### src/stc_consts.svh
`ifndef STC_CONSTS_SVH
`define STC_CONSTS_SVH
// register byte offsets
`define STC_OFF_STATUS 8'h00
`define STC_OFF_DATA   8'h04
`define STC_OFF_BAUD   8'h08
`define STC_OFF_CTRL1  8'h0c
`define STC_OFF_CTRL2  8'h10
`define STC_OFF_CTRL3  8'h14
// control_reg_one fields
`define STC_B_UNIT_EN  0
`define STC_B_RX_EN    1
`define STC_B_TX_EN    2
`define STC_B_BREAK    3
`define STC_B_RXF_IE   4
`define STC_B_TXC_IE   5
`define STC_B_TXE_IE   6
`define STC_B_PAR_SEL  7
`define STC_B_PAR_EN   8
`define STC_B_LEN9     9
// control_reg_two fields
`define STC_B_STOP_LO  0
`define STC_B_STOP_HI  1
`define STC_B_SYNC_CK  2
`define STC_B_LIN      3
// control_reg_three fields
`define STC_B_HALF     0
`define STC_B_IR       1
`define STC_B_SC       2
`define STC_B_DMA_RX   3
// status_reg fields
`define STC_B_FE       0
`define STC_B_NE       1
`define STC_B_ORE      2
`define STC_B_PE       3
`define STC_B_RXF      4
`define STC_B_TXC      5
`define STC_B_TXE      6
// reset values
`define STC_RST_CTRL1  10'h000
`define STC_RST_CTRL   4'h0
`define STC_RST_BAUD   16'h0000
// timing counts, in 16x oversample ticks
`define STC_PH_LAST    4'hf
`define STC_PH_START   4'h7
`define STC_PH_WIN     4'hd
`define STC_STOP_HALF  6'h08
`define STC_STOP_ONE   6'h10
`define STC_STOP_1P5   6'h18
`define STC_STOP_TWO   6'h20
// last bit index of a frame (start included) and of received bits
`define STC_TX_LAST8   4'h8
`define STC_TX_LAST9   4'h9
`define STC_RX_LAST8   4'h7
`define STC_RX_LAST9   4'h8
`endif

### src/stc_pkg.sv
`default_nettype none
package stc_pkg;
  typedef struct packed {
    logic        psel;
    logic        penable;
    logic        pwrite;
    logic [7:0]  paddr;
    logic [31:0] pwdata;
  } stc_apb_req_type;

  typedef struct packed {
    logic [31:0] prdata;
    logic        pready;
    logic        pslverr;
  } stc_apb_rsp_type;

  typedef enum logic [1:0] {TX_OFF, TX_BITS, TX_STOP, TX_READY} stc_tx_state_type;
  typedef enum logic [1:0] {RX_IDLE, RX_START, RX_BITS, RX_STOP} stc_rx_state_type;
  typedef enum logic [1:0] {STOP_ONE, STOP_HALF, STOP_TWO, STOP_ONE_HALF} stc_stop_type;
endpackage
`default_nettype wire

### src/stc_core.sv
// Notes on behaviour
// [RQ1] half-duplex bit selects single-line mode
// [RQ2] half-duplex: rx pin ignored, open-drain loopback
// [RQ3] software clears other modes before half-duplex
// [RQ4] half-duplex: enable receive after complete
// [RQ5] frame: start, 7/8/9 data, parity, stop
// [RQ6] parity select: 0 even, 1 odd
// [RQ7] parity bit fixes count of ones
// [RQ8] stop length 1, 0.5, 2, 1.5
// [RQ9] lsb first, low start, high stops
// [RQ10] enabled transmitter idles line high
// [RQ11] write during frame waits in buffer
// [RQ12] write while idle loads shifter at once
// [RQ13] data write clears empty flag; irq
// [RQ14] frame done, buffer empty: complete flag
// [RQ15] enabling transmitter sends one idle frame
// [RQ16] break frame after character, self clears
// [RQ17] software keeps transmitter on mid frame
// [RQ18] software follows transmit setup sequence
// [RQ19] software waits complete before disabling
// [RQ20] receive lsb first; full flag, irq
// [RQ21] full flag cleared by read or zero; the zero write is ignored while dma is set
// [RQ22] overrun, noise, framing errors flagged
// [RQ23] software keeps receiver on mid char
// [RQ24] baud divider ticks; centre sampling
//
// Design decisions made here: the APB slave port and the register addresses.
`default_nettype none
`include "stc_consts.svh"
module stc_core (
  input  wire logic                     i_clk,
  input  wire logic                     i_rstn,
  input  wire stc_pkg::stc_apb_req_type i_apb,
  output var  stc_pkg::stc_apb_rsp_type o_apb,
  input  wire logic                     i_rx,
  input  wire logic                     i_tx_pin,
  output logic                          o_tx_pin,
  output logic                          o_tx_pin_oe_n,
  output logic                          o_irq,
  output logic                          o_dma_rx_req
);
  import stc_pkg::*;

  // parity that completes d; error term on a received word
  function automatic logic parity_bit(input logic [8:0] d, input logic odd);
    return (^d) ^ odd;
  endfunction

  // start bit in bit 0, then data lsb first, parity in the top data slot
  function automatic logic [9:0] build_frame(input logic [8:0] d, input logic len9,
                                             input logic pen, input logic odd);
    logic [8:0] b;
    b = d;
    if (pen && len9) begin
      b[8] = parity_bit({1'b0, d[7:0]}, odd);
    end else if (pen) begin
      b[7] = parity_bit({2'b00, d[6:0]}, odd);
    end
    if (!len9) begin
      b[8] = 1'b1; // never shifted out in 8-bit frames
    end
    return {b, 1'b0};
  endfunction

  // stop length in oversample ticks
  function automatic logic [5:0] stop_ticks(input stc_stop_type s);
    unique case (s)
      STOP_ONE:      return `STC_STOP_ONE;
      STOP_HALF:     return `STC_STOP_HALF;
      STOP_TWO:      return `STC_STOP_TWO;
      STOP_ONE_HALF: return `STC_STOP_1P5;
    endcase
  endfunction

  logic [9:0]       ctrl1;      // control_reg_one
  logic [3:0]       ctrl2;      // control_reg_two
  logic [3:0]       ctrl3;      // control_reg_three
  logic [15:0]      baud;       // baud_reg, 12.4 divider
  logic [8:0]       tx_buf;     // transmit buffer
  logic [8:0]       rx_data;    // receive buffer
  logic             txe;        // tx_buffer_empty_flag
  logic             txc;        // tx_complete_flag
  logic             rxf;        // rx_buffer_full_flag
  logic             fe;         // framing error
  logic             ne;         // noise error
  logic             ore;        // overrun error
  logic             pe;         // parity error
  logic             sts_seen;   // status read, arms clear
  logic [11:0]      div_cnt;    // baud divider count
  logic             tick;       // 16x oversample enable
  logic             rx_m;       // rx pin sync stages
  logic             rx_s;
  logic             tp_m;       // tx wire readback sync
  logic             tp_s;
  logic             rx_prev;    // line a cycle back
  stc_tx_state_type tx_state;
  logic [9:0]       tx_sh;      // transmit shift register
  logic [3:0]       tx_bits;    // bit index in frame
  logic [3:0]       tx_ph;      // tick phase inside a bit
  logic [5:0]       tx_stop;    // stop tick count
  logic             tx_brk;     // current frame is a break
  logic             tx_line;    // logical transmit level
  stc_rx_state_type rx_state;
  logic [8:0]       rx_sh;      // receive shift register
  logic [3:0]       rx_bits;
  logic [3:0]       rx_ph;
  logic [1:0]       rx_win;     // earlier window samples
  logic             rx_nz;      // noise seen in this character
  logic             rx_done;    // character complete, one cycle
  logic             rx_bad;     // stop bit read low

  // configuration decode
  logic unit_en, tx_on, rx_on, len9, pen, odd, half, dma;
  assign unit_en = ctrl1[`STC_B_UNIT_EN];
  assign tx_on   = unit_en & ctrl1[`STC_B_TX_EN];
  assign rx_on   = unit_en & ctrl1[`STC_B_RX_EN];
  assign len9    = ctrl1[`STC_B_LEN9];
  assign pen     = ctrl1[`STC_B_PAR_EN];
  assign odd     = ctrl1[`STC_B_PAR_SEL]; // [RQ6]
  assign half    = ctrl3[`STC_B_HALF];    // [RQ1]
  assign dma     = ctrl3[`STC_B_DMA_RX];

  // a transfer takes effect on the edge that sees pready
  logic acc, wr, rd, hit;
  assign acc = i_apb.psel & i_apb.penable & o_apb.pready;
  assign wr  = acc & i_apb.pwrite;
  assign rd  = acc & ~i_apb.pwrite;
  assign hit = (i_apb.paddr[1:0] == 2'b00) && (i_apb.paddr <= `STC_OFF_CTRL3);
  logic wr_data, rd_data, wr_sts, rd_sts;
  assign wr_data = wr & (i_apb.paddr == `STC_OFF_DATA);
  assign rd_data = rd & (i_apb.paddr == `STC_OFF_DATA);
  assign wr_sts  = wr & (i_apb.paddr == `STC_OFF_STATUS);
  assign rd_sts  = rd & (i_apb.paddr == `STC_OFF_STATUS);

  // engine events
  logic tx_load, tx_done, brk_req, rx_line;
  logic [8:0] rx_word;
  logic [2:0] rx_w3;
  assign brk_req = ctrl1[`STC_B_BREAK];
  // same-cycle data write waits a cycle; stop end loads at once, no idle gap
  assign tx_load = tx_on & ~brk_req & ~txe & ~wr_data & ((tx_state == TX_READY) | tx_done);
  assign tx_done = tx_on & (tx_state == TX_STOP) & tick
                 & (tx_stop == stop_ticks(stc_stop_type'(ctrl2[1:0])) - 6'h01);
  assign rx_line = half ? tp_s : rx_s; // [RQ2]
  assign rx_word = len9 ? rx_sh : {1'b0, rx_sh[8:1]};
  assign rx_w3   = {rx_win, rx_line};

  // one wait state per transfer; unmapped answers slverr
  logic [31:0] rd_mux;
  always_comb begin
    rd_mux = 32'h0000_0000;
    unique case (i_apb.paddr)
      `STC_OFF_STATUS: begin
        rd_mux[`STC_B_FE]  = fe;
        rd_mux[`STC_B_NE]  = ne;
        rd_mux[`STC_B_ORE] = ore;
        rd_mux[`STC_B_PE]  = pe;
        rd_mux[`STC_B_RXF] = rxf;
        rd_mux[`STC_B_TXC] = txc;
        rd_mux[`STC_B_TXE] = txe;
      end
      `STC_OFF_DATA:  rd_mux[8:0]  = rx_data;
      `STC_OFF_BAUD:  rd_mux[15:0] = baud;
      `STC_OFF_CTRL1: rd_mux[9:0]  = ctrl1;
      `STC_OFF_CTRL2: rd_mux[3:0]  = ctrl2;
      `STC_OFF_CTRL3: rd_mux[3:0]  = ctrl3;
      default:        rd_mux       = 32'h0000_0000;
    endcase
  end

  always_ff @(posedge i_clk) begin
    if (!i_rstn) begin
      o_apb <= '0;
    end else begin
      o_apb.pready  <= i_apb.psel & i_apb.penable & ~o_apb.pready;
      o_apb.pslverr <= i_apb.psel & i_apb.penable & ~o_apb.pready & ~hit;
      o_apb.prdata  <= (i_apb.psel & i_apb.penable & ~o_apb.pready & ~i_apb.pwrite)
                       ? rd_mux : 32'h0000_0000;
    end
  end

  // control registers; software write beats break self clear
  always_ff @(posedge i_clk) begin
    if (!i_rstn) begin
      ctrl1 <= `STC_RST_CTRL1;
      ctrl2 <= `STC_RST_CTRL;
      ctrl3 <= `STC_RST_CTRL;
      baud  <= `STC_RST_BAUD;
    end else begin
      if (wr && i_apb.paddr == `STC_OFF_CTRL1) begin
        ctrl1 <= i_apb.pwdata[9:0];
      end else if (tx_done && tx_brk) begin
        ctrl1[`STC_B_BREAK] <= 1'b0; // [RQ16]
      end
      if (wr && i_apb.paddr == `STC_OFF_CTRL2) begin
        ctrl2 <= i_apb.pwdata[3:0]; // [RQ8]
      end
      if (wr && i_apb.paddr == `STC_OFF_CTRL3) begin
        ctrl3 <= i_apb.pwdata[3:0]; // [RQ1]
      end
      if (wr && i_apb.paddr == `STC_OFF_BAUD) begin
        baud <= i_apb.pwdata[15:0];
      end
      if (wr_data) begin
        tx_buf <= i_apb.pwdata[8:0]; // [RQ11]
      end
    end
  end

  // oversample divider: fraction dropped, zero acts as one
  always_ff @(posedge i_clk) begin
    if (!i_rstn || !unit_en) begin
      div_cnt <= 12'h000;
      tick    <= 1'b0;
    end else if (div_cnt == 12'h000) begin
      div_cnt <= (baud[15:4] == 12'h000) ? 12'h000 : baud[15:4] - 12'h001; // [RQ24]
      tick    <= 1'b1;
    end else begin
      div_cnt <= div_cnt - 12'h001;
      tick    <= 1'b0;
    end
  end

  // pin synchronisers; only the second stage is read
  always_ff @(posedge i_clk) begin
    if (!i_rstn) begin
      rx_m    <= 1'b1;
      rx_s    <= 1'b1;
      tp_m    <= 1'b1;
      tp_s    <= 1'b1;
      rx_prev <= 1'b1;
    end else begin
      rx_m    <= i_rx;
      rx_s    <= rx_m;
      tp_m    <= i_tx_pin;
      tp_s    <= tp_m;
      rx_prev <= rx_line;
    end
  end

  // transmitter; dropping the enable mid frame cuts the frame short
  always_ff @(posedge i_clk) begin
    if (!i_rstn || !tx_on) begin
      tx_state <= TX_OFF;
      tx_sh    <= 10'h3ff;
      tx_bits  <= 4'h0;
      tx_ph    <= 4'h0;
      tx_stop  <= 6'h00;
      tx_brk   <= 1'b0;
      tx_line  <= 1'b1;
    end else begin
      unique case (tx_state)
        TX_OFF: begin
          tx_sh    <= 10'h3ff; // [RQ15]
          tx_brk   <= 1'b0;
          tx_bits  <= 4'h0;
          tx_ph    <= 4'h0;
          tx_state <= TX_BITS;
        end
        TX_READY: begin
          tx_line <= 1'b1; // [RQ10]
          tx_bits <= 4'h0;
          tx_ph   <= 4'h0;
          if (brk_req) begin
            tx_sh    <= 10'h000; // [RQ16]
            tx_brk   <= 1'b1;
            tx_state <= TX_BITS;
          end
        end
        TX_BITS: begin
          tx_line <= tx_sh[0]; // [RQ9]
          if (tick) begin
            tx_ph <= tx_ph + 4'h1;
            if (tx_ph == `STC_PH_LAST) begin
              tx_sh <= {1'b1, tx_sh[9:1]};
              if (tx_bits == (len9 ? `STC_TX_LAST9 : `STC_TX_LAST8)) begin
                tx_stop  <= 6'h00;
                tx_state <= TX_STOP;
              end else begin
                tx_bits <= tx_bits + 4'h1;
              end
            end
          end
        end
        TX_STOP: begin
          tx_line <= 1'b1; // [RQ9]
          if (tx_done) begin
            tx_state <= TX_READY; // [RQ11]
          end else if (tick) begin
            tx_stop <= tx_stop + 6'h01;
          end
        end
      endcase
      // load from idle or straight at the end of a stop
      if (tx_load) begin
        tx_sh    <= build_frame(tx_buf, len9, pen, odd); // [RQ5] [RQ7] [RQ12]
        tx_brk   <= 1'b0;
        tx_bits  <= 4'h0;
        tx_ph    <= 4'h0;
        tx_state <= TX_BITS;
      end
    end
  end

  // half-duplex only pulls low; normal mode drives both levels
  always_ff @(posedge i_clk) begin
    if (!i_rstn) begin
      o_tx_pin      <= 1'b1;
      o_tx_pin_oe_n <= 1'b1;
    end else if (half) begin
      o_tx_pin      <= 1'b0;
      o_tx_pin_oe_n <= tx_line; // [RQ2]
    end else begin
      o_tx_pin      <= tx_line;
      o_tx_pin_oe_n <= 1'b0;
    end
  end

  // receiver: start checked at mid bit, bits by 3-sample majority
  always_ff @(posedge i_clk) begin
    if (!i_rstn || !rx_on) begin
      rx_state <= RX_IDLE;
      rx_ph    <= 4'h0;
      rx_bits  <= 4'h0;
      rx_win   <= 2'b11;
      rx_nz    <= 1'b0;
      rx_done  <= 1'b0;
      rx_bad   <= 1'b0;
      rx_sh    <= 9'h000;
    end else begin
      rx_done <= 1'b0;
      unique case (rx_state)
        RX_IDLE: begin
          rx_ph <= 4'h0;
          if (rx_prev && !rx_line) begin
            rx_state <= RX_START; // [RQ24]
          end
        end
        RX_START: begin
          if (tick) begin
            rx_ph <= rx_ph + 4'h1;
            if (rx_ph == `STC_PH_START) begin
              rx_ph    <= 4'h0;
              rx_bits  <= 4'h0;
              rx_nz    <= 1'b0;
              rx_state <= rx_line ? RX_IDLE : RX_BITS; // glitch is not a start
            end
          end
        end
        RX_BITS: begin
          if (tick) begin
            rx_ph <= rx_ph + 4'h1;
            if (rx_ph >= `STC_PH_WIN && rx_ph != `STC_PH_LAST) begin
              rx_win <= {rx_win[0], rx_line};
            end
            if (rx_ph == `STC_PH_LAST) begin
              rx_sh <= {(rx_w3[2] & rx_w3[1]) | (rx_w3[2] & rx_w3[0]) | (rx_w3[1] & rx_w3[0]),
                        rx_sh[8:1]}; // [RQ20]
              rx_nz <= rx_nz | ~((&rx_w3) | ~(|rx_w3)); // [RQ22]
              rx_bits <= rx_bits + 4'h1;
              if (rx_bits == (len9 ? `STC_RX_LAST9 : `STC_RX_LAST8)) begin
                rx_state <= RX_STOP;
              end
            end
          end
        end
        RX_STOP: begin
          if (tick) begin
            rx_ph <= rx_ph + 4'h1;
            if (rx_ph == `STC_PH_LAST) begin
              rx_bad   <= ~rx_line; // [RQ22]
              rx_done  <= 1'b1;
              rx_state <= RX_IDLE;
            end
          end
        end
      endcase
    end
  end

  // status flags; a hardware set beats a same-cycle clear, except txe, where a data write wins over a load
  logic rxf_clr, err_clr;
  assign rxf_clr = rd_data | (wr_sts & ~dma & ~i_apb.pwdata[`STC_B_RXF]); // [RQ21]
  assign err_clr = rd_data & sts_seen;
  always_ff @(posedge i_clk) begin
    if (!i_rstn) begin
      txe      <= 1'b1;
      txc      <= 1'b1;
      rxf      <= 1'b0;
      fe       <= 1'b0;
      ne       <= 1'b0;
      ore      <= 1'b0;
      pe       <= 1'b0;
      sts_seen <= 1'b0;
      rx_data  <= 9'h000;
    end else begin
      if (wr_data) begin
        txe <= 1'b0; // [RQ13]
      end else if (tx_load) begin
        txe <= 1'b1; // [RQ12]
      end
      if (tx_done && txe) begin
        txc <= 1'b1; // [RQ14]
      end else if (wr_data || (wr_sts && !i_apb.pwdata[`STC_B_TXC])) begin
        txc <= 1'b0;
      end
      sts_seen <= rd_sts | (sts_seen & ~rd_data);
      if (rx_done && rxf && !rxf_clr) begin
        ore <= 1'b1; // [RQ22]
      end else if (rx_done) begin
        rx_data <= rx_word; // [RQ20]
        rxf     <= 1'b1;    // [RQ20]
        fe      <= rx_bad | (fe & ~err_clr);
        ne      <= rx_nz | (ne & ~err_clr);
        pe      <= (pen & parity_bit(rx_word, odd)) | (pe & ~err_clr);
      end else if (rxf_clr) begin
        rxf <= 1'b0; // [RQ21]
      end
      if (err_clr && !rx_done) begin
        fe  <= 1'b0;
        ne  <= 1'b0;
        ore <= 1'b0;
        pe  <= 1'b0;
      end
    end
  end

  // interrupt and dma request levels
  always_ff @(posedge i_clk) begin
    if (!i_rstn) begin
      o_irq        <= 1'b0;
      o_dma_rx_req <= 1'b0;
    end else begin
      o_irq <= (txe & ctrl1[`STC_B_TXE_IE]) | (txc & ctrl1[`STC_B_TXC_IE]) // [RQ13] [RQ14]
             | ((rxf | ore) & ctrl1[`STC_B_RXF_IE]);                      // [RQ20]
      o_dma_rx_req <= rxf & dma; // [RQ21]
    end
  end
endmodule
`default_nettype wire

### config.mk
export PLATFORM = sky130hd
export DESIGN_NAME = stc_core
export DESIGN_NICKNAME = d
export VERILOG_FILES = /design/src/stc_pkg.sv /design/src/stc_core.sv
export VERILOG_INCLUDE_DIRS = /design/src /design/src/src
export SDC_FILE = /design/constraint.sdc
export NUM_CORES = 1
export LEC_CHECK = 0
export ABC_CLOCK_PERIOD_IN_PS = 2350
export BUFFER_PORTS_ARGS = -buffer_cell sky130_fd_sc_hd__buf_2
export CAP_MARGIN = 20
export CORE_UTILIZATION = 53
export CTS_CLUSTER_SIZE = 24
export DETAILED_ROUTE_END_ITERATION = 7
export GPL_TIMING_DRIVEN = 1
export PLACE_DENSITY = 0.78
export SKIP_CTS_REPAIR_TIMING = 1
export SLEW_MARGIN = 25
export SYNTH_ARGS = -nofsm -noshare
export SYNTH_HDL_FRONTEND = slang
export SYNTH_SLANG_ARGS = --single-unit
### constraint.sdc
create_clock -name i_clk -period 2.35 [get_ports i_clk]
set_input_delay 0 -clock i_clk [delete_from_list [all_inputs] [get_ports i_clk]]
set_output_delay 0 -clock i_clk [all_outputs]
set_load 0.005 [all_outputs]
* Word-level counts from Yosys, hierarchy flattened
Cells that the tools add are included.
Cells by class: $add $sub $neg 8, magnitude comparators 2, equality and inequality tests 43, mux-type cells 76, bitwise logic cells 68, reduce and logical (&&, ||, !) cells 72
Operators by type and width (count):
- $mux W4 | 12
- $mux W10 | 4
- $and A1 B1 Y1 | 35
- $ne A2 B2 Y1 const B | 16
- $mux W6 | 5
- $pmux W10 S3 | 1
- $mux W2 | 14
- $reduce_xor A9 Y1 | 3
- $logic_not A12 Y1 | 2
- $mux W12 | 2
- $pmux W4 S2 | 3
- $pmux W4 S6 | 1
- $pmux W6 S4 | 1
- $sub A12 B1 Y12 const B | 2
- $mux W1 | 22
- $not A1 Y1 | 17
- $add A4 B1 Y4 const B | 4
- $eq A8 B4 Y1 const B | 2
- $eq A8 B5 Y1 const B | 2
- $pmux W2 S4 | 2
- $reduce_bool A2 Y1 | 8
- $ne A3 B3 Y1 const B | 5
- $reduce_and A3 Y1 | 5
- $reduce_and A5 Y1 | 3
- other kinds (33) | 98
Word-level totals: register bits after elaboration 168, input bits 47, output and inout port bits 38, logic and storage cells 316

* Longest topological paths before layout
Gate-level depths: netlist of the first run.
depth after elaboration 11, depth in mapped cells 9, depth with buffers taken out 8

* Worst setup path after synthesis of the first run
OpenSTA, ideal clock, no wires.
kind reg-to-reg, start point register tx_state[0], end point register tx_sh[8], data arrival time 2.064 ns, setup slack 0.164 ns, cell stages (with the launch flop) 9, buffers on the path 1, cells stage by stage dfxtp_1 > inv_1 > ha_1 > inv_1 > or4_4 > nor2_8 > o32ai_1 > buf_6 > a221o_1
Between the ends: cells in the longest elaborated chain, start to end 8, elaborated cells on any way between the ends 16, those cells by class eq/ne: 6; mux: 2; bitwise: 5; reduce/logical: 3
RTL lines:
- start, declared | RTL line stc_core.sv:96 | stc_tx_state_type tx_state;
- start signal, assigned | RTL line stc_core.sv:244 | tx_state <= TX_OFF;
- start signal, assigned | RTL line stc_core.sv:258 | tx_state <= TX_BITS;
- start signal, assigned | RTL line stc_core.sv:267 | tx_state <= TX_BITS;
- $eq A2 B2 Y1 | RTL line stc_core.sv:142 | assign tx_done = tx_on & (tx_state == TX_STOP) & tick
- $and A1 B1 Y1 (2 in a row) | RTL line stc_core.sv:142
- $and A1 B1 Y1 | RTL line stc_core.sv:143 | & (tx_stop == stop_ticks(stc_stop_type'(ctrl2[1:0])) - 6'h01);
- $or A1 B1 Y1 | RTL line stc_core.sv:141 | assign tx_load = tx_on & ~brk_req & ~txe & ~wr_data & ((tx_state == TX_READY) | tx_done);
- $and A1 B1 Y1 | RTL line stc_core.sv:141
- $ne A3 B3 Y1 (no line) / $reduce_bool A4 Y1 (equally long branches)
- $reduce_and A4 Y1 (no line)
- end signal, assigned | RTL line stc_core.sv:275 | tx_sh <= {1'b1, tx_sh[9:1]};
- end signal, assigned | RTL line stc_core.sv:296 | tx_sh <= build_frame(tx_buf, len9, pen, odd);
- end, declared | RTL line stc_core.sv:97 | logic [9:0] tx_sh;
Parallel ways exist; a longest one is shown, timed or not. A chain may end at the register's enable or synchronous reset.

* Final worst setup path of the first run
Same ends and word-level chain as after synthesis.

==> results of run 1 <==
-- cells by family after synthesis --
family / after synthesis
AO/OA/AOI/OAI: 161
XOR/XNOR: 49
adder cells (fa/ha/maj): 17
buffers and inverters: 74
flip-flops: 152
multiplexers: 50
other: 1
AND/OR/NAND/NOR: 318
-- layer usage --
| layer | vias up | track usage | part of all wire |
|---|---|---|---|
| li1 | 3004 | - | - |
| met1 | 2903 | 0.2891 | 0.44 |
| met2 | 175 | 0.3935 | 0.48 |
| met3 | 45 | 0.04741 | 0.040 |
| met4 | 0 | 0.1203 | 0.033 |
| met5 | - | 0 | 0 |
-- power groups by stage --
stage	clock (uW)	combinational (uW)	sequential, uW
floorplan	0	70.1	2670
detailed placement	0	112	2670
global placement	0	111	2670
global route	2970	155	2610
finish	2830	146	2610
CTS	2860	113	2610
-- cell usage in the layout, fill, tap and decap left out, types with 6 or more instances in the layout --
| cell type | n |
|---|---|
| nand3_1 | 18 |
| dlygate4sd3_1 | 23 |
| nor2b_1 | 11 |
| conb_1 | 16 |
| o21ai_0 | 21 |
| nand4_1 | 7 |
| clkbuf_16 | 18 |
| edfxtp_1 | 9 |
| xor2_1 | 20 |
| mux2i_1 | 45 |
| a221oi_1 | 6 |
| ha_1 | 17 |
| nand2_1 | 82 |
| dfxtp_1 | 142 |
| a21oi_1 | 60 |
| inv_1 | 17 |
| a211oi_1 | 8 |
| buf_4 | 30 |
| a22oi_1 | 13 |
| and3_1 | 8 |
| xnor2_1 | 28 |
| buf_2 | 52 |
| o21a_1 | 7 |
| nor3_1 | 19 |
| o22a_1 | 8 |
| o22ai_1 | 8 |
| and2_1 | 8 |
| nor2_1 | 114 |
| nand2b_1 | 13 |
-- worst max path at each step --
stage,from,end,slack [ps],depth (start not counted)
finish,tx_state[0]$_SDFFE_PP0P_,tx_sh[8]$_SDFFE_PP1P_,120,9
floorplan,tx_state[0]$_SDFFE_PP0P_,tx_sh[8]$_SDFFE_PP1P_,160,8
detailed placement,tx_state[0]$_SDFFE_PP0P_,tx_sh[8]$_SDFFE_PP1P_,-80,8
global placement,tx_state[0]$_SDFFE_PP0P_,tx_sh[8]$_SDFFE_PP1P_,30,8
global route,tx_state[0]$_SDFFE_PP0P_,tx_sh[8]$_SDFFE_PP1P_,1,9
CTS,tx_state[0]$_SDFFE_PP0P_,tx_sh[8]$_SDFFE_PP1P_,-140,8
-- metrics by stage --
stage	setup TNS [ps]	cell area, um^2	setup WS, ps	std cells	util
after floorplan	0	7346	164.0	837	-
after global placement	0	7731	32.23	1039	0.5792
after detailed placement	-76.74	7731	-76.74	1039	0.5792
after CTS	-300.8	8348	-143.1	1071	0.6254
after global routing	0	8596	0.9983	1094	0.6440
final	0	8596	116.5	1094	0.6440
-- worst min-delay path, cell delays in order --
cell	delay, ps
buf_2	100
or2_2	200
nor2_1	70
-- layout make-up --
class,count,area (um^2),area share
tap,176,220.2,0.02562
sequential,152,3134,0.3646
timing repair buffer,105,715.7,0.08326
multi-input combinational,611,3841,0.4469
clock buffer,18,450.4,0.05240
inverter,18,67.56,0.007860
clock inverter,14,166.4,0.01936
==> flow_summary_export.csv, run 1 <==
group,metric,value,unit
run_status,run_status,"finished, final reports clean",
timing,min_period_over_period,0.9504,
detailed_routing,drt_iter0_markers,482,
worst_setup_path,path_max_fanout,7,
pwr,ir_drop,547.8,uV
timing,final-max-slew-violation-count,0,
synthesis,synth-seq-cells,152,
worst_setup_path,timing.reg2reg.setup_slack,120,ps
worst_setup_path,path_class,"reg -> reg",
place,hpwlAfterDp,11780,um
clock_network,cts_buffer_depth,2,
clock_network,clkTransAtPathRegs,60,ps
synthesis,yosys_warnings,0,
place,finalWeightedCongestion,0.8592,
pwr,p_total,5588,uW
die,start_util,0.5461,
synthesis,synth-seq-area-share,0.4298,
worst_hold_path,hold_path_startpoint,"i_apb[40]",
clock_network,cts.sinks,152,
worst_setup_path,cp_slowest_cell,"or4_4",
worst_setup_path,arrival,2610,ps
clock_network,cts-buffers-inserted,17,
timing,fin_skew,8.436,ps
finish,nNetsFinal,969,
synthesis,syn_area_per_cell,8.868,um^2
place,port_buffers,52,
worst_setup_path,end_kind,"register",
worst_setup_path,crit_top_cell,"inv_1",
finish,layout-drive-gt1-share,0.1536,
flow_run,drv_cap,0,
grt,grt_pass1_wl,26540,um
detailed_routing,drcViolationCount,0,
worst_hold_path,hold_path_depth,3,
synthesis,netlist_area,7289,um^2
clock_network,cts_root_buf,"clkbuf_16",
die,rows,42,
timing,rsz0062_at_grt,"no",
synthesis,synth.most_common_cell,"dfxtp_1",
synthesis,synth.top_cell.area_share,0.3927,
pwr,p_sw_frac,0.2116,
grt,grt_pass1_vias,5568,
detailed_routing,avgViaCountPerCell,5.601,
detailed_routing,post_drt_wl_per_cell,15.46,um
finish,fill_cells,1078,
worst_hold_path,whs_endpoint,"o_apb[11]$_SDFF_PN0_",
pwr,comb_power_share,0.026,
pwr,p_leak,0.003334,uW
pwr,power_density,650.1,nW/um^2
timing,hold_viol,0,
synthesis,ys_top_cells_by_count,"143 x dfxtp_1, 114 x nor2_1, 83 x nand2_1, 60 x a21oi_1, 45 x mux2i_1",
worst_setup_path,critPathRequiredTime,2720,ps
timing,setup_viol,0,
clock_network,clk_latency,430,ps
die,die_x,119.3,um
timing,layout_min_cycle_time,2234,ps
worst_setup_path,cp_slowest_stage_delay,550,ps
pwr,intPower,4406,uW
grt,antenna_found_initial,0,
grt,overflow,0,
pwr,power_frac_seq,0.467,
synthesis,yosysTopAreaCell,"dfxtp_1",
synthesis,synth.distinct_cells,72,
synthesis,synth_top_family_by_area,"simple AND/OR/NAND/NOR gates",
synthesis,synth_fa_ha_area_frac,0.02918,
synthesis,async_flop_share,0,
die,die-area,14230,um^2
synthesis,synth_ff_type,"dfxtp_1",
timing,max_freq,447.7,MHz
die,ios,85,
worst_setup_path,r2r_cells,9,
grt,grt_use_total,0.2365,
worst_hold_path,hp-class,"in -> reg",
worst_setup_path,r2r-start,"tx_state[0]$_SDFFE_PP0P_",
worst_setup_path,path_delay_family,"simple AND/OR/NAND/NOR gates",
synthesis,synthTopCellsByArea,"dfxtp_1 39%, mux2i_1 6.2%, nor2_1 5.9%",
detailed_routing,ant_nets,0,
worst_setup_path,cp-start-kind,"register",
detailed_routing,drt-total-wl,16920,um
worst_setup_path,r2r-end,"tx_sh[8]$_SDFFE_PP1P_",
timing,tightest_slew,679.3,ps
finish,largest_reg_flops,18,
pwr,clkPwrFrac,0.507,
synthesis,post_synth_xor_area_fraction,0.06076,
die,die_y,119.3,um
timing,slew_headroom,0.5471,
worst_setup_path,worstPathCellList,"inv_1, ha_1, inv_1, or4_4, nor2_8, buf_4, o21ai_1, a221oi_2, a221o_1",
synthesis,synth_edf_count,9,
synthesis,synth-compound-area-share,0.1462,
clock_network,htreeDepth,4,
synthesis,synthSimpleGateAreaFrac,0.2101,
finish,diodes,0,
synthesis,syn-instance-count,822,
grt,grt_max_degree,28,
pwr,switchingPower,1182,uW
synthesis,synth_mux_area_frac,0.06952,
clock_network,cts_tree,"done",
worst_setup_path,crit_buf_inv,3,
timing,hold_slack,7.126,ps
finish,area_growth,17.92,%
detailed_routing,first_pass_iters,5,
detailed_routing,routed-via-count,6127,
die,core_area,13350,um^2
Power figures use the tool's default switching activity.
==> inputs of run 2 (changes only) <==
- CORE_MARGIN: unset -> 4
==> run 2 against run 1 <==
Count of clock-buffer cells in the layout did not move. First-iteration DRC count down 16%. Design area decreased by 0.86%. Wire length increased by 0.30%. Total power shrank 2.9%. Setup slack gained 12 ps. Global-route usage is 2.7 points lower. Worst hold slack better by 10 ps. Sequential share of layout area grew 0.30 points. Die area up 10%. Fmax up 0.56%. Largest cell class unchanged. Critical path depth shrank 1.
==> flow_summary_export.csv, run 2 (synthesis results as in run 1) <==
group,metric,value,unit
worst_hold_path,hp-class,"in -> reg",
pwr,power_density,636.4,nW/um^2
grt,grtUsageMet2,0.3578,
worst_setup_path,arrival,2570,ps
grt,grt_use_met3,0.03667,
clock_network,cts_root_buf,"clkbuf_16",
die,ios,85,
timing,tightest_slew,672.8,ps
clock_network,cts_tree,"done",
worst_setup_path,timing.reg2reg.setup_slack,130,ps
grt,grt_max_degree,45,
grt,grt_use_met1,0.2675,
detailed_routing,ant_nets,0,
place,port_buffers,52,
timing,slew_headroom,0.5502,
die,die-area,15690,um^2
worst_setup_path,worstPathCellList,"ha_2, inv_1, or4_4, nor2_8, buf_4, o221ai_2, mux2_1, a21oi_1",
die,core_area,13350,um^2
worst_setup_path,r2r-end,"tx_state[0]$_SDFFE_PP0P_",
place,dp.cells,1032,
worst_setup_path,r2r-start,"tx_state[1]$_SDFFE_PP0P_",
timing,max_freq,450.2,MHz
finish,diodes,0,
grt,grt_pass1_wl,27030,um
clock_network,cts.sinks,152,
finish,final_cell_mix,"143 x dfxtp_1, 114 x nor2_1, 81 x nand2_1",
worst_setup_path,path_delay_family,"simple AND/OR/NAND/NOR gates",
grt,grt_use_total,0.2099,
worst_setup_path,crit_buf_inv,2,
finish,stdcell_count,1087,
run_status,run_status,"finished, final reports clean",
timing,layout_min_cycle_time,2221,ps
clock_network,htreeDepth,4,
place,hpwlAfterDp,12000,um
worst_setup_path,cp_slowest_stage_delay,560,ps
detailed_routing,drt_iter0_markers,407,
clock_network,clkTransAtPathRegs,60,ps
worst_setup_path,end_kind,"register",
timing,hold_viol,0,
worst_hold_path,hold_path_startpoint,"i_apb[40]",
finish,area_growth,16.91,%
worst_hold_path,whs_endpoint,"o_apb[2]$_SDFF_PN0_",
pwr,p_leak,0.003285,uW
detailed_routing,drt-total-wl,16970,um
finish,nNetsFinal,962,
timing,min_period_over_period,0.9452,
clock_network,clk_latency,430,ps
detailed_routing,post_drt_wl_per_cell,15.61,um
grt,antenna_found_initial,0,
clock_network,cts-buffers-inserted,17,
die,die_y,125.3,um
worst_setup_path,cp-start-kind,"register",
pwr,ir_drop,463.0,uV
place,finalWeightedCongestion,0.8482,
detailed_routing,first_pass_iters,5,
worst_setup_path,critPathRequiredTime,2690,ps
timing,fin_skew,12.17,ps
clock_network,cts_buffer_depth,2,
die,rows,42,
grt,grt_pass1_vias,5532,
grt,busiest_layer,"met2",
flow_run,drv_cap,0,
detailed_routing,avgViaCountPerCell,5.566,
finish,layout_commonest_cell,"dfxtp_1",
detailed_routing,routed-via-count,6050,
die,start_util,0.5461,
die,die_x,125.3,um
worst_setup_path,path_class,"reg -> reg",
timing,setup_viol,0,
timing,finalSetupTns,0,ps
worst_setup_path,r2r_cells,8,
finish,largest_reg_flops,18,
timing,rsz0062_at_grt,"no",
finish,layout-drive-gt1-share,0.1515,
worst_hold_path,hold_path_depth,3,
timing,final-max-slew-violation-count,0,
worst_setup_path,cp_slowest_cell,"or4_4",
worst_setup_path,path_max_fanout,7,
grt,overflow,0,
detailed_routing,drcViolationCount,0,
==> run 2: cell types whose count changed in the layout (fill, tap and decap cells not counted), sizes merged <==
cell / before / now
clkinvlp: 3 / 4
inv: 21 / 22
bufinv: 3 / 1
buf: 82 / 75
==> run 2: worst min-delay path: stages <==
cell and delay [ps]:
buf_2 110, or2_2 200, a21oi_1 70
==> run 2: layout make-up <==
class / instances / area [um^2]
Inverter: 18 / 67.56
Tap cell: 176 / 220.2
Multi-Input combinational cell: 611 / 3851
Fill cell: 1068 / 4826
Clock buffer: 18 / 450.4
Clock inverter: 14 / 136.4
Sequential cell: 152 / 3133
Timing Repair Buffer: 98 / 663.1
==> run 2: metrics by stage <==
| stage | hold WS [ps] | util | setup WS (ps) | power, uW | area, um^2 |
|---|---|---|---|---|---|
| floorplan | 98.87 | - | 164.0 | 2736 | 7346 |
| detailed placement | 186.7 | 0.5753 | 45.65 | 2775 | 7679 |
| global route | 33.82 | 0.6385 | 1.264 | 5567 | 8522 |
| CTS | -253.5 | 0.6192 | 34.06 | 5414 | 8265 |
| global placement | 187.6 | 0.5753 | 76.22 | 2775 | 7679 |
| finish | 17.15 | 0.6385 | 128.9 | 5424 | 8522 |
==> run 2: how the worst max path moves through the flow <==
stage	start	to	slack [ps]	depth (start not counted)
6_report	tx_state[1]$_SDFFE_PP0P_	tx_state[0]$_SDFFE_PP0P_	130	8
5_1_grt	tx_state[0]$_SDFFE_PP0P_	tx_sh[1]$_SDFFE_PP1P_	1	9
4_1_cts	tx_state[0]$_SDFFE_PP0P_	tx_sh[1]$_SDFFE_PP1P_	30	9
3_5_place_dp	tx_state[0]$_SDFFE_PP0P_	tx_sh[8]$_SDFFE_PP1P_	50	8
3_3_place_gp	tx_state[0]$_SDFFE_PP0P_	tx_sh[8]$_SDFFE_PP1P_	80	8
2_1_floorplan	tx_state[0]$_SDFFE_PP0P_	tx_sh[8]$_SDFFE_PP1P_	160	8
==> run 2: per-layer routing <==
layer,share of wire,up-vias
met1,0.43,2884
met4,0.017,0
met3,0.045,22
met2,0.51,156
li1,-,2988
met5,0,-
==> run 2: report_power, final <==
part	total, uW	internal [uW]	switching (uW)
logic	143	63.2	80.2
clock network	2670	1540	1130
registers	2610	2610	2.43
